==> src/logic/unused_placeholder_none.sv <==
`timescale 1ns/1ps

==> src/shared/flash_ctrl_pkg.sv <==
/*
  Constants for the self-programming flash controller: the control register
  layout, command patterns, section limits, boot sizes and flash timing.
  Assumes a 20 MHz core clock and a classic Wishbone register bus.
*/
package flash_ctrl_pkg;

  // Register index and its byte address on the 32-bit bus.
  localparam logic [7:0] CSR_INDEX = 8'h37;
  localparam logic [7:0] CSR_ADDR = 8'hDC;
  localparam logic [7:0] CSR_RESET = 8'h00;

  // Bit positions in the control and status register.
  localparam int BIT_IRQ_EN = 7;
  localparam int BIT_BUSY = 6;
  localparam int BIT_RESERVED = 5;
  localparam int BIT_REENABLE = 4;
  localparam int BIT_LOCK_SET = 3;
  localparam int BIT_PAGE_WRITE = 2;
  localparam int BIT_PAGE_ERASE = 1;
  localparam int BIT_OP_ENABLE = 0;

  // The only legal patterns of the lower five bits.
  localparam logic [4:0] CMD_REENABLE = 5'h11;
  localparam logic [4:0] CMD_LOCK_SET = 5'h09;
  localparam logic [4:0] CMD_PAGE_WRITE = 5'h05;
  localparam logic [4:0] CMD_PAGE_ERASE = 5'h03;
  localparam logic [4:0] CMD_FILL = 5'h01;

  // Arming windows in clock cycles.
  localparam logic [2:0] STORE_WINDOW = 3'h4;
  localparam logic [2:0] READ_WINDOW_MIN = 3'h2;

  // Memory geometry.
  localparam int PAGE_WORDS = 64;
  localparam logic [7:0] LIVE_PAGES = 8'hE0;
  localparam logic [13:0] BOOT_START_256 = 14'h3F00;
  localparam logic [13:0] BOOT_START_512 = 14'h3E00;
  localparam logic [13:0] BOOT_START_1024 = 14'h3C00;
  localparam logic [13:0] BOOT_START_2048 = 14'h3800;
  localparam logic [15:0] ERASED_WORD = 16'hFFFF;
  localparam logic [7:0] LOCK_RESET = 8'hFF;
  localparam logic [7:0] LOCK_TOP_BITS = 8'hC0;

  // Flash timing, derived from the clock period.
  localparam int CLK_PERIOD_NS = 50;
  localparam int PROG_MIN_NS = 3700000;
  localparam int PROG_MAX_NS = 4500000;
  localparam int TICK_NS = 1000;
  localparam int TICK_CYCLES = TICK_NS / CLK_PERIOD_NS;
  localparam int PROG_TICKS_DEFAULT = (PROG_MIN_NS + PROG_MAX_NS) / (2 * TICK_NS);

  // Selector values for the fuse and lock readback.
  localparam logic [1:0] SEL_FUSE_LOW = 2'h0;
  localparam logic [1:0] SEL_LOCK = 2'h1;
  localparam logic [1:0] SEL_FUSE_EXT = 2'h2;
  localparam logic [1:0] SEL_FUSE_HIGH = 2'h3;

  // Kinds of flash operation signalled on the start strobe.
  typedef enum logic [1:0] {
    OP_ERASE = 2'b00,
    OP_WRITE = 2'b01,
    OP_LOCK = 2'b10
  } op_kind_t;

endpackage

==> src/logic/self_program_flash_control.sv <==
/*
  Self-programming flash controller: one control/status register on a
  classic Wishbone slave, a 64-word temporary page buffer, timed erase,
  write and lock operations, lock/fuse readback and the ready interrupt.
  Assumes the core raises store_strobe or read_strobe for one cycle per
  instruction, with z_ptr and r0/r1 valid in that cycle, and that the flash
  array itself acts on the start pulse and reads the buffer port.
*/
// The Wishbone register port was left to the implementer.
// Overview of operation
// - Each erase, write or lock write lasts between 3.7 ms and 4.5 ms.
// - Boot-size fuses pick boot start 0x3F00, 0x3E00, 0x3C00 or 0x3800.
// - Live section is pages 0..223; hold section is the top 32 pages.
// - Pages are 64 words; Z14:Z7 picks the page, Z6:Z1 the word.
// - Ready interrupt stays on while enabled, global flag set, op-enable clear.
// - Erase or write to the live section sets the busy flag, blocking it.
// - Busy clears on re-enable after completion or when a buffer load starts.
// - Bit 5 always reads as zero.
// - Re-enable with op-enable plus store within four cycles unblocks live section.
// - Re-enable cannot unblock while an erase or write is running.
// - Re-enable written during buffer filling discards all loaded words.
// - Lock-set plus store within four cycles programs lock bits from R0.
// - Lock-set clears on completion or after four idle cycles.
// - Program read within three cycles of lock-set returns lock or fuse bits.
// - Page-write plus store within four cycles writes buffer to the Z page.
// - Page-write clears on completion or after four idle cycles.
// - Page-erase plus store within four cycles erases the Z page; self-clears.
// - Erase or write to the hold section halts the processor throughout.
// - Op-enable alone: store puts R1:R0 in the buffer word chosen by Z.
// - Op-enable arms four cycles, stays high while erase or write runs, but drops if the store came in the fourth cycle.
// - Only five low-bit patterns act; any other write changes only the interrupt enable.
// - Readback shows zero for programmed bits, one for unprogrammed.
`timescale 1ns/1ps
module self_program_flash_control #(
  parameter int PROG_TICKS = flash_ctrl_pkg::PROG_TICKS_DEFAULT
) (
  // Clock and reset.
  input wire logic clk,
  input wire logic nrst,
  // Wishbone slave.
  input wire logic wb_cyc_i,
  input wire logic wb_stb_i,
  input wire logic wb_we_i,
  input wire logic [7:0] wb_adr_i,
  input wire logic [3:0] wb_sel_i,
  input wire logic [31:0] wb_dat_i,
  output logic [31:0] wb_dat_o,
  output logic wb_ack_o,
  // Core instruction side.
  input wire logic store_strobe,
  input wire logic read_strobe,
  input wire logic [15:0] z_ptr,
  input wire logic [7:0] r0,
  input wire logic [7:0] r1,
  input wire logic global_irq_flag,
  input wire logic eeprom_write_active,
  output logic [7:0] read_data,
  output logic read_valid,
  output logic ready_irq,
  output logic cpu_halt,
  output logic live_section_blocked,
  // Fuses, given as programmed flags except the two boot-size bits.
  input wire logic boot_size_hi,
  input wire logic boot_size_lo,
  input wire logic [7:0] fuse_low_programmed,
  input wire logic [7:0] fuse_high_programmed,
  input wire logic [2:0] fuse_ext_programmed,
  output logic [13:0] boot_start,
  output logic [7:0] lock_bits,
  // Flash array side.
  output logic flash_start,
  output flash_ctrl_pkg::op_kind_t flash_kind,
  output logic [7:0] flash_page,
  input wire logic [5:0] buf_rd_word,
  output logic [15:0] buf_rd_data
);

  typedef struct packed {
    logic ack;
    logic [31:0] rdata;
    logic irq_en;
    logic busy;
    logic [3:0] cmd;
    logic op_en;
    logic [2:0] window;
    logic running;
    logic [15:0] timer;
    logic [4:0] tick_cnt;
    logic halt;
    logic irq;
    logic [7:0] lock;
    logic [7:0] rd_data;
    logic rd_valid;
    logic start;
    flash_ctrl_pkg::op_kind_t kind;
    logic [7:0] page;
    logic [13:0] boot;
    logic [63:0] loaded;
    logic [63:0][15:0] buffer;
    logic [15:0] buf_out;
  } state_t;

  state_t state_reg;
  state_t state_next;
  // Kept apart from the state struct because it runs on the raw reset in its own process.
  logic [1:0] rst_sync_reg;
  logic rst_n;
  logic bus_req;
  logic csr_hit;
  logic csr_write;
  logic [4:0] wr_low;
  logic [7:0] csr_view;
  logic [5:0] z_word;
  logic [7:0] z_page;

  // Command field positions, shifted down because the op-enable bit is held apart.
  localparam int BIT_LOCK_SET_IDX = flash_ctrl_pkg::BIT_LOCK_SET - 1;
  localparam int BIT_PAGE_WRITE_IDX = flash_ctrl_pkg::BIT_PAGE_WRITE - 1;

  // Boot start address from the two boot-size fuse bits.
  function automatic logic [13:0] boot_from_fuses(input logic hi, input logic lo);
    logic [13:0] start;
    unique case ({hi, lo})
      2'b11: start = flash_ctrl_pkg::BOOT_START_256;
      2'b10: start = flash_ctrl_pkg::BOOT_START_512;
      2'b01: start = flash_ctrl_pkg::BOOT_START_1024;
      default: start = flash_ctrl_pkg::BOOT_START_2048;
    endcase
    return start;
  endfunction

  // Legal patterns of the lower five control bits.
  function automatic logic legal_cmd(input logic [4:0] low);
    return low == flash_ctrl_pkg::CMD_REENABLE || low == flash_ctrl_pkg::CMD_LOCK_SET ||
           low == flash_ctrl_pkg::CMD_PAGE_WRITE || low == flash_ctrl_pkg::CMD_PAGE_ERASE ||
           low == flash_ctrl_pkg::CMD_FILL;
  endfunction

  // The released reset is the second synchroniser stage.
  assign rst_n = rst_sync_reg[1];

  // Bus decode; only byte lane 0 carries the register.
  assign bus_req = wb_cyc_i && wb_stb_i;
  assign csr_hit = wb_adr_i == flash_ctrl_pkg::CSR_ADDR;
  assign csr_write = bus_req && wb_we_i && state_reg.ack && csr_hit && wb_sel_i[0];
  assign wr_low = wb_dat_i[4:0];
  assign z_word = z_ptr[6:1];
  assign z_page = z_ptr[14:7];

  // Register view; the reserved bit is hard zero.
  assign csr_view = {state_reg.irq_en, state_reg.busy, 1'b0, state_reg.cmd, state_reg.op_en};

  // Next-state logic for the whole block.
  always_comb
  begin
    state_next = state_reg;
    state_next.start = 1'b0;
    state_next.rd_valid = 1'b0;
    state_next.boot = boot_from_fuses(boot_size_hi, boot_size_lo);
    state_next.buf_out = state_reg.loaded[buf_rd_word] ? state_reg.buffer[buf_rd_word]
                                                      : flash_ctrl_pkg::ERASED_WORD;

    // Ack one cycle after the request, dropped the cycle after.
    state_next.ack = bus_req && !state_reg.ack;
    if (bus_req && !state_reg.ack)
    begin
      state_next.rdata = csr_hit ? {24'h000000, csr_view} : 32'h00000000;
    end

    // Arming window: counts down unless an operation is running.
    if (state_reg.op_en && !state_reg.running)
    begin
      if (state_reg.window > 3'h0)
      begin
        state_next.window = state_reg.window - 3'h1;
      end
      if (state_reg.window <= 3'h1)
      begin
        state_next.op_en = 1'b0;
        state_next.cmd = 4'h0;
      end
    end

    // Program read of lock or fuse bits within three cycles.
    if (read_strobe && state_reg.op_en && !state_reg.running && state_reg.cmd == 4'h4 &&
        state_reg.window >= flash_ctrl_pkg::READ_WINDOW_MIN)
    begin
      unique case (z_ptr[1:0])
        flash_ctrl_pkg::SEL_LOCK: state_next.rd_data = state_reg.lock;
        flash_ctrl_pkg::SEL_FUSE_LOW: state_next.rd_data = ~fuse_low_programmed;
        flash_ctrl_pkg::SEL_FUSE_HIGH: state_next.rd_data = ~fuse_high_programmed;
        flash_ctrl_pkg::SEL_FUSE_EXT: state_next.rd_data = {5'h00, ~fuse_ext_programmed};
      endcase
      state_next.rd_valid = 1'b1;
      state_next.op_en = 1'b0;
      state_next.cmd = 4'h0;
      state_next.window = 3'h0;
    end

    // Store instruction inside the window acts on the armed command.
    if (store_strobe && state_reg.op_en && !state_reg.running && state_reg.window != 3'h0)
    begin
      state_next.window = 3'h0;
      unique case ({state_reg.cmd, 1'b1})
        flash_ctrl_pkg::CMD_FILL:
        begin
          state_next.buffer[z_word] = {r1, r0};
          state_next.loaded[z_word] = 1'b1;
          state_next.busy = 1'b0;
          state_next.op_en = 1'b0;
        end
        flash_ctrl_pkg::CMD_REENABLE:
        begin
          state_next.busy = 1'b0;
          state_next.op_en = 1'b0;
          state_next.cmd = 4'h0;
        end
        default:
        begin
          // Erase, write and lock all start a timed operation.
          state_next.running = 1'b1;
          state_next.timer = 16'h0000;
          state_next.tick_cnt = 5'h00;
          state_next.start = 1'b1;
          state_next.page = z_page;
          if (state_reg.cmd[BIT_LOCK_SET_IDX])
          begin
            state_next.kind = flash_ctrl_pkg::OP_LOCK;
            state_next.lock = state_reg.lock & (r0 | flash_ctrl_pkg::LOCK_TOP_BITS);
          end
          else
          begin
            state_next.kind = state_reg.cmd[BIT_PAGE_WRITE_IDX] ? flash_ctrl_pkg::OP_WRITE
                                                               : flash_ctrl_pkg::OP_ERASE;
            if (z_page < flash_ctrl_pkg::LIVE_PAGES)
            begin
              state_next.busy = 1'b1;
            end
            else
            begin
              state_next.halt = 1'b1;
            end
          end
        end
      endcase
    end

    // Timed operation on a microsecond base from the clock divider.
    if (state_reg.running)
    begin
      if (state_reg.tick_cnt == 5'(flash_ctrl_pkg::TICK_CYCLES - 1))
      begin
        state_next.tick_cnt = 5'h00;
        state_next.timer = state_reg.timer + 16'h0001;
      end
      else
      begin
        state_next.tick_cnt = state_reg.tick_cnt + 5'h01;
      end
      if (state_reg.timer == 16'(PROG_TICKS))
      begin
        state_next.running = 1'b0;
        state_next.op_en = 1'b0;
        state_next.cmd = 4'h0;
        state_next.halt = 1'b0;
        if (state_reg.kind == flash_ctrl_pkg::OP_WRITE)
        begin
          state_next.loaded = 64'h0000000000000000;
        end
      end
    end

    // Register write; low bits ignored while busy with a flash or EEPROM write.
    if (csr_write)
    begin
      state_next.irq_en = wb_dat_i[flash_ctrl_pkg::BIT_IRQ_EN];
      if (!state_reg.running && !eeprom_write_active && legal_cmd(wr_low))
      begin
        state_next.cmd = wr_low[4:1];
        state_next.op_en = 1'b1;
        state_next.window = flash_ctrl_pkg::STORE_WINDOW;
        if (wr_low == flash_ctrl_pkg::CMD_REENABLE)
        begin
          state_next.loaded = 64'h0000000000000000;
        end
      end
    end

    // Interrupt level follows the enable, global flag and idle op-enable.
    state_next.irq = state_next.irq_en && global_irq_flag && !state_next.op_en;
  end

  // Reset synchroniser runs on the raw reset; everything else on its copy.
  always_ff @(posedge clk or negedge nrst)
  begin
    if (!nrst)
    begin
      rst_sync_reg <= 2'b00;
    end
    else
    begin
      rst_sync_reg <= {rst_sync_reg[0], 1'b1};
    end
  end

  // Main state register; reset clears the buffer as well as its loaded flags.
  always_ff @(posedge clk or negedge rst_n)
  begin
    if (!rst_n)
    begin
      state_reg.ack <= 1'b0;
      state_reg.rdata <= 32'h00000000;
      {state_reg.irq_en, state_reg.busy, state_reg.cmd, state_reg.op_en} <= {flash_ctrl_pkg::CSR_RESET[7:6],
                                                                              flash_ctrl_pkg::CSR_RESET[4:0]};
      state_reg.window <= 3'h0;
      state_reg.running <= 1'b0;
      state_reg.timer <= 16'h0000;
      state_reg.tick_cnt <= 5'h00;
      state_reg.halt <= 1'b0;
      state_reg.irq <= 1'b0;
      state_reg.lock <= flash_ctrl_pkg::LOCK_RESET;
      state_reg.rd_data <= 8'h00;
      state_reg.rd_valid <= 1'b0;
      state_reg.start <= 1'b0;
      state_reg.kind <= flash_ctrl_pkg::OP_ERASE;
      state_reg.page <= 8'h00;
      state_reg.boot <= flash_ctrl_pkg::BOOT_START_2048;
      state_reg.loaded <= 64'h0000000000000000;
      state_reg.buffer <= '0;
      state_reg.buf_out <= flash_ctrl_pkg::ERASED_WORD;
    end
    else
    begin
      state_reg.ack <= state_next.ack;
      state_reg.rdata <= state_next.rdata;
      {state_reg.irq_en, state_reg.busy, state_reg.cmd, state_reg.op_en} <= {state_next.irq_en,
        state_next.busy, state_next.cmd, state_next.op_en};
      state_reg.window <= state_next.window;
      state_reg.running <= state_next.running;
      state_reg.timer <= state_next.timer;
      state_reg.tick_cnt <= state_next.tick_cnt;
      state_reg.halt <= state_next.halt;
      state_reg.irq <= state_next.irq;
      state_reg.lock <= state_next.lock;
      state_reg.rd_data <= state_next.rd_data;
      state_reg.rd_valid <= state_next.rd_valid;
      state_reg.start <= state_next.start;
      state_reg.kind <= state_next.kind;
      state_reg.page <= state_next.page;
      state_reg.boot <= state_next.boot;
      state_reg.loaded <= state_next.loaded;
      state_reg.buffer <= state_next.buffer;
      state_reg.buf_out <= state_next.buf_out;
    end
  end

  // Outputs straight from flip-flops.
  assign wb_dat_o = state_reg.rdata;
  assign wb_ack_o = state_reg.ack;
  assign read_data = state_reg.rd_data;
  assign read_valid = state_reg.rd_valid;
  assign ready_irq = state_reg.irq;
  assign cpu_halt = state_reg.halt;
  assign live_section_blocked = state_reg.busy;
  assign boot_start = state_reg.boot;
  assign lock_bits = state_reg.lock;
  assign flash_start = state_reg.start;
  assign flash_kind = state_reg.kind;
  assign flash_page = state_reg.page;
  assign buf_rd_data = state_reg.buf_out;

  // Checks on the block's own behaviour.
  property p_irq_level;
    @(posedge clk) disable iff (!rst_n)
    (state_reg.irq_en && global_irq_flag && !state_reg.op_en && !csr_write) |=> ready_irq;
  endproperty
  a_irq_level: assert property (p_irq_level) else $error("ready interrupt not raised");

  property p_busy_live;
    @(posedge clk) disable iff (!rst_n)
    (flash_start && flash_kind != flash_ctrl_pkg::OP_LOCK && flash_page < flash_ctrl_pkg::LIVE_PAGES)
      |-> live_section_blocked && !cpu_halt;
  endproperty
  a_busy_live: assert property (p_busy_live) else $error("live page op did not set busy");

  property p_halt_hold;
    @(posedge clk) disable iff (!rst_n)
    (flash_start && flash_kind != flash_ctrl_pkg::OP_LOCK && flash_page >= flash_ctrl_pkg::LIVE_PAGES)
      |-> cpu_halt throughout (state_reg.running [*8]);
  endproperty
  a_halt_hold: assert property (p_halt_hold) else $error("hold section op did not halt core");

  property p_reserved_zero;
    @(posedge clk) disable iff (!rst_n)
    wb_ack_o |-> wb_dat_o[flash_ctrl_pkg::BIT_RESERVED] == 1'b0;
  endproperty
  a_reserved_zero: assert property (p_reserved_zero) else $error("reserved bit read as one");

  property p_window_timeout;
    @(posedge clk) disable iff (!rst_n)
    (csr_write && !state_reg.running && !eeprom_write_active && legal_cmd(wr_low) && !store_strobe)
      ##1 (!store_strobe && !read_strobe) [*4] |=> !state_reg.op_en && state_reg.cmd == 4'h0;
  endproperty
  a_window_timeout: assert property (p_window_timeout) else $error("arming did not time out");

  property p_run_holds_enable;
    @(posedge clk) disable iff (!rst_n)
    state_reg.running |-> state_reg.op_en && state_reg.timer <= 16'(PROG_TICKS);
  endproperty
  a_run_holds_enable: assert property (p_run_holds_enable) else $error("op-enable dropped in operation");

  property p_illegal_ignored;
    @(posedge clk) disable iff (!rst_n)
    (csr_write && !legal_cmd(wr_low) && !state_reg.op_en && !read_strobe && !store_strobe)
      |=> !state_reg.op_en && state_reg.cmd == 4'h0;
  endproperty
  a_illegal_ignored: assert property (p_illegal_ignored) else $error("illegal pattern took effect");

  property p_abort_load;
    @(posedge clk) disable iff (!rst_n)
    (csr_write && !state_reg.running && !eeprom_write_active && wr_low == flash_ctrl_pkg::CMD_REENABLE)
      |=> state_reg.loaded == 64'h0000000000000000;
  endproperty
  a_abort_load: assert property (p_abort_load) else $error("buffer kept data after re-enable");

  property p_fill_clears_busy;
    @(posedge clk) disable iff (!rst_n)
    (store_strobe && state_reg.op_en && !state_reg.running && state_reg.window != 3'h0 &&
     state_reg.cmd == 4'h0) |=> !live_section_blocked && state_reg.loaded[$past(z_word)];
  endproperty
  a_fill_clears_busy: assert property (p_fill_clears_busy) else $error("buffer load misbehaved");

  c_page_erase: cover property (@(posedge clk) disable iff (!rst_n) flash_start && flash_kind == flash_ctrl_pkg::OP_ERASE);
  c_page_write: cover property (@(posedge clk) disable iff (!rst_n) flash_start && flash_kind == flash_ctrl_pkg::OP_WRITE);
  c_lock_read: cover property (@(posedge clk) disable iff (!rst_n) read_valid);
  c_halted: cover property (@(posedge clk) disable iff (!rst_n) cpu_halt);

endmodule // self_program_flash_control

==> config.mk <==
export PLATFORM = sky130hd
export DESIGN_NAME = self_program_flash_control
export DESIGN_NICKNAME = d
export VERILOG_FILES = /design/src/logic/unused_placeholder_none.sv /design/src/shared/flash_ctrl_pkg.sv /design/src/logic/self_program_flash_control.sv
export SDC_FILE = /design/constraint.sdc
export NUM_CORES = 2
export LEC_CHECK = 0
export BUFFER_PORTS_ARGS = -buffer_cell sky130_fd_sc_hd__buf_2
export CORE_MARGIN = 3
export CORE_UTILIZATION = 40
export DETAILED_ROUTE_END_ITERATION = 7
export PLACE_DENSITY_LB_ADDON = 0.1
export SETUP_SLACK_MARGIN = 0.5
export SYNTH_ARGS = -nofsm -noshare
export SYNTH_HDL_FRONTEND = slang
export SYNTH_SLANG_ARGS = --single-unit
==> constraint.sdc <==
create_clock -name clk -period 40.7 [get_ports clk]
set_input_delay 10.175 -clock clk [delete_from_list [all_inputs] [get_ports clk]]
set_output_delay 10.175 -clock clk [all_outputs]
set_load 0.01 [all_outputs]
==> flow_summary_export.csv <==
group,metric,value,unit
outcome,status,"finished clean",
synthesis,yosysSeqAreaShare,54.7,%
min_path,hp-class,"flop to flop",
placed_design,dp_hpwl,87.4,mm
sta,setup_violations,0,
drt,vias,30800,
clock_tree,cts.sink_count,1177,
flow_run,maxCapViolCount,0,
clock_tree,worstSkewPairLatency,0.77,ns
sta,rsz0062_at_grt,"false",
clock_tree,clock_path_buffers,3,
cells_and_area,final_nets,3641,
sta,hold_viol,0,
floorplan,ios,206,
sta,tns,0,ns
drt,antenna_left,0,
global_routing,grt_pass1_wl,221,mm
clock_tree,cts_root_buf,"clkbuf_16",
power,powerDensity,41.7,mW/mm^2
drt,via_per_inst,5.70,
global_routing,antenna_found_initial,10,
synthesis,synth-seq-cells,1177,
power,power,2.49,mW
cells_and_area,layout_common_cells,"dfrtp_1 (1154), mux2_2 (842), mux4_2 (273)",
floorplan,die_area,0.139,mm^2
synthesis,syn_area,0.0539,mm^2
worst_setup_path,worstSetupPathType,"primary input to flop",
cells_and_area,fill_cells,11700,
floorplan,start_util,40.3,%
drt,wl,147,mm
sta,maxSlewHeadroom,19.1,%
clock_tree,cts_hold_buf,0,
floorplan,rows,134,
power,vdd_drop_max,35.3,uV
sta,min_period_over_period,33.8,%
sta,fmax,0.0727,GHz
global_routing,grt_usage,21.2,%
synthesis,synthFlopType,"dfrtp_1",
global_routing,overflow,0,
worst_setup_path,worst_setup_path_start_kind,"primary input",
synthesis,synth.distinct_cells,66,
synthesis,async_flop_share,100,%
clock_tree,clk_pin_slew,0.06,ns
drt,drc,0,
sta,clock_skew,0.0201,ns
synthesis,syn_inst,3566,
floorplan,die_w,373,um
sta,tightestPinTransition,1.21,ns
placed_design,io_buffers,137,
clock_tree,cts_post_setup_buffers_inserted,0,
clock_tree,cts_resized,0,
worst_setup_path,worst-path-max-fanout,79,
drt,drtIter0Drc,1985,
sta,maxSlewViolCount,0,
clock_tree,htree_levels,4,
worst_setup_path,crit_path_end_kind,"flop",
cells_and_area,drive_gt1_share,44.4,%
drt,drt_first_pass_iters,5,
global_routing,grt_max_degree,171,
floorplan,die_h,373,um
worst_setup_path,worstPathRequired,41.36,ns
placed_design,place.gp.congestion,0.790,
worst_setup_path,arrival,14.41,ns
global_routing,grt_pass1_vias,34200,
synthesis,synth_area_per_cell,15.1,um^2
clock_tree,cts_tree,"yes",
drt,routedWlPerCell,27.2,um
clock_tree,numCtsBuffers,136,
power,power.leakage,28.6,nW
synthesis,synth_enable_flop_cells,0,
sta,period_minus_slack,13.75,ns
cells_and_area,final_common_cell,"dfrtp_1",
floorplan,core_area,0.134,mm^2
synthesis,ys.warnings.count,0,
cells_and_area,areaGrowthSynthToFinish,10.6,%
-- synth_stat cells, drive strengths merged (19+ instances only) --
library cell     n  area share (%)
a21oi           76            0.71
a22oi          129             1.8
o21a            38            0.53
inv             48            0.33
nor4            19            0.25
clkbuf         157             1.1
dfstp           22             1.1
dfrtp         1155              54
nand2           94            0.80
mux4           274              11
mux2          1027              21
nor2            59            0.86
nand3           30            0.28
a21boi          32            0.45
buf            243             3.0
-- worst paths after layout --
kind / startpoint / to / slack [ns] / depth (start not counted)
max: buf_rd_word[2] / buf_rd_data[0] / 26.95 / 9
min: rst_sync_reg[0] / rst_sync_reg[1] / 0.35 / 0
max reg2reg: rst_sync_reg[1] / asynchronous set/reset pin / 35.48 / 5
min reg2reg: rst_sync_reg[0] / rst_sync_reg[1] / 0.35 / 0
max in group asynchronous: nrst / rst_sync_reg[1] / 31.39 / 1
min in group asynchronous: rst_sync_reg[1] / asynchronous set/reset pin / 0.50 / 0
-- through the flow --
| stage | cells | util [%] | hold slack, ns | worst slack, ns | area [um^2] |
|---|---|---|---|---|---|
| 2_1_floorplan | 3603 | - | 0.331 | 5.50 | 54000 |
| 3_3_place_gp | 5152 | 41.3 | 0.334 | 26.12 | 55200 |
| 3_5_place_dp | 5152 | 41.3 | 0.336 | 26.13 | 55200 |
| 4_1_cts | 5395 | 44.6 | 0.348 | 26.96 | 59600 |
| 5_1_grt | 5397 | 44.6 | 0.354 | 26.63 | 59600 |
| 6_report | 5404 | 44.6 | 0.347 | 26.95 | 59600 |
-- logic make-up (layout without fill, tap and decap cells) --
| kind of cell | Yosys count | count (layout) | synth area share (%) |
|---|---|---|---|
| muxes | 1317 | 1317 | 33.2 |
| DFF | 1177 | 1177 | 54.7 |
| buffers and inverters | 449 | 473 | 4.39 |
| AOI/OAI and AO/OA | 325 | 325 | 4.17 |
| and+or+nand+nor | 286 | 286 | 3.29 |
| adders and majority gates | 8 | 8 | 0.181 |
| other | 2 | 48 | 0.0139 |
| xor gates and xnor gates | 2 | 2 | 0.0325 |
-- routing by layer --
| metal | part of all wire (%) | GRT usage (%) |
|---|---|---|
| met2 | 49 | 35.1 |
| met3 | 4.5 | 3.71 |
| met4 | 3.7 | 8.32 |
| met1 | 43 | 28.0 |
| met5 | 0.022 | 0 |
-- report_power, final --
part | switching [mW] | internal, mW
Sequential | 0.00510 | 1.18
Combinational | 0.0803 | 0.0244
Clock | 0.496 | 0.705
-- layout make-up --
cell class / count / area [um^2] / share of cell area, %
Clock inverter: 41 / 432 / 0.724
Timing Repair Buffer: 181 / 1070 / 1.80
Tap cell: 1768 / 2210 / 3.71
Sequential cell: 1177 / 29500 / 49.5
Inverter: 49 / 184 / 0.309
Antenna cell: 9 / 22.5 / 0.0378
Multi-Input combinational cell: 1977 / 22200 / 37.3
Clock buffer: 202 / 3970 / 6.67
-- critical path: stages --
cell	delay, ns
buf_8	0.56
buf_4	0.85
buf_4	0.67
mux4_2	0.59
and2_1	0.18
o32ai_1	0.61
a211oi_2	0.09
buf_4	0.26
nand3_1	0.27
Power figures use the tool's default switching activity.
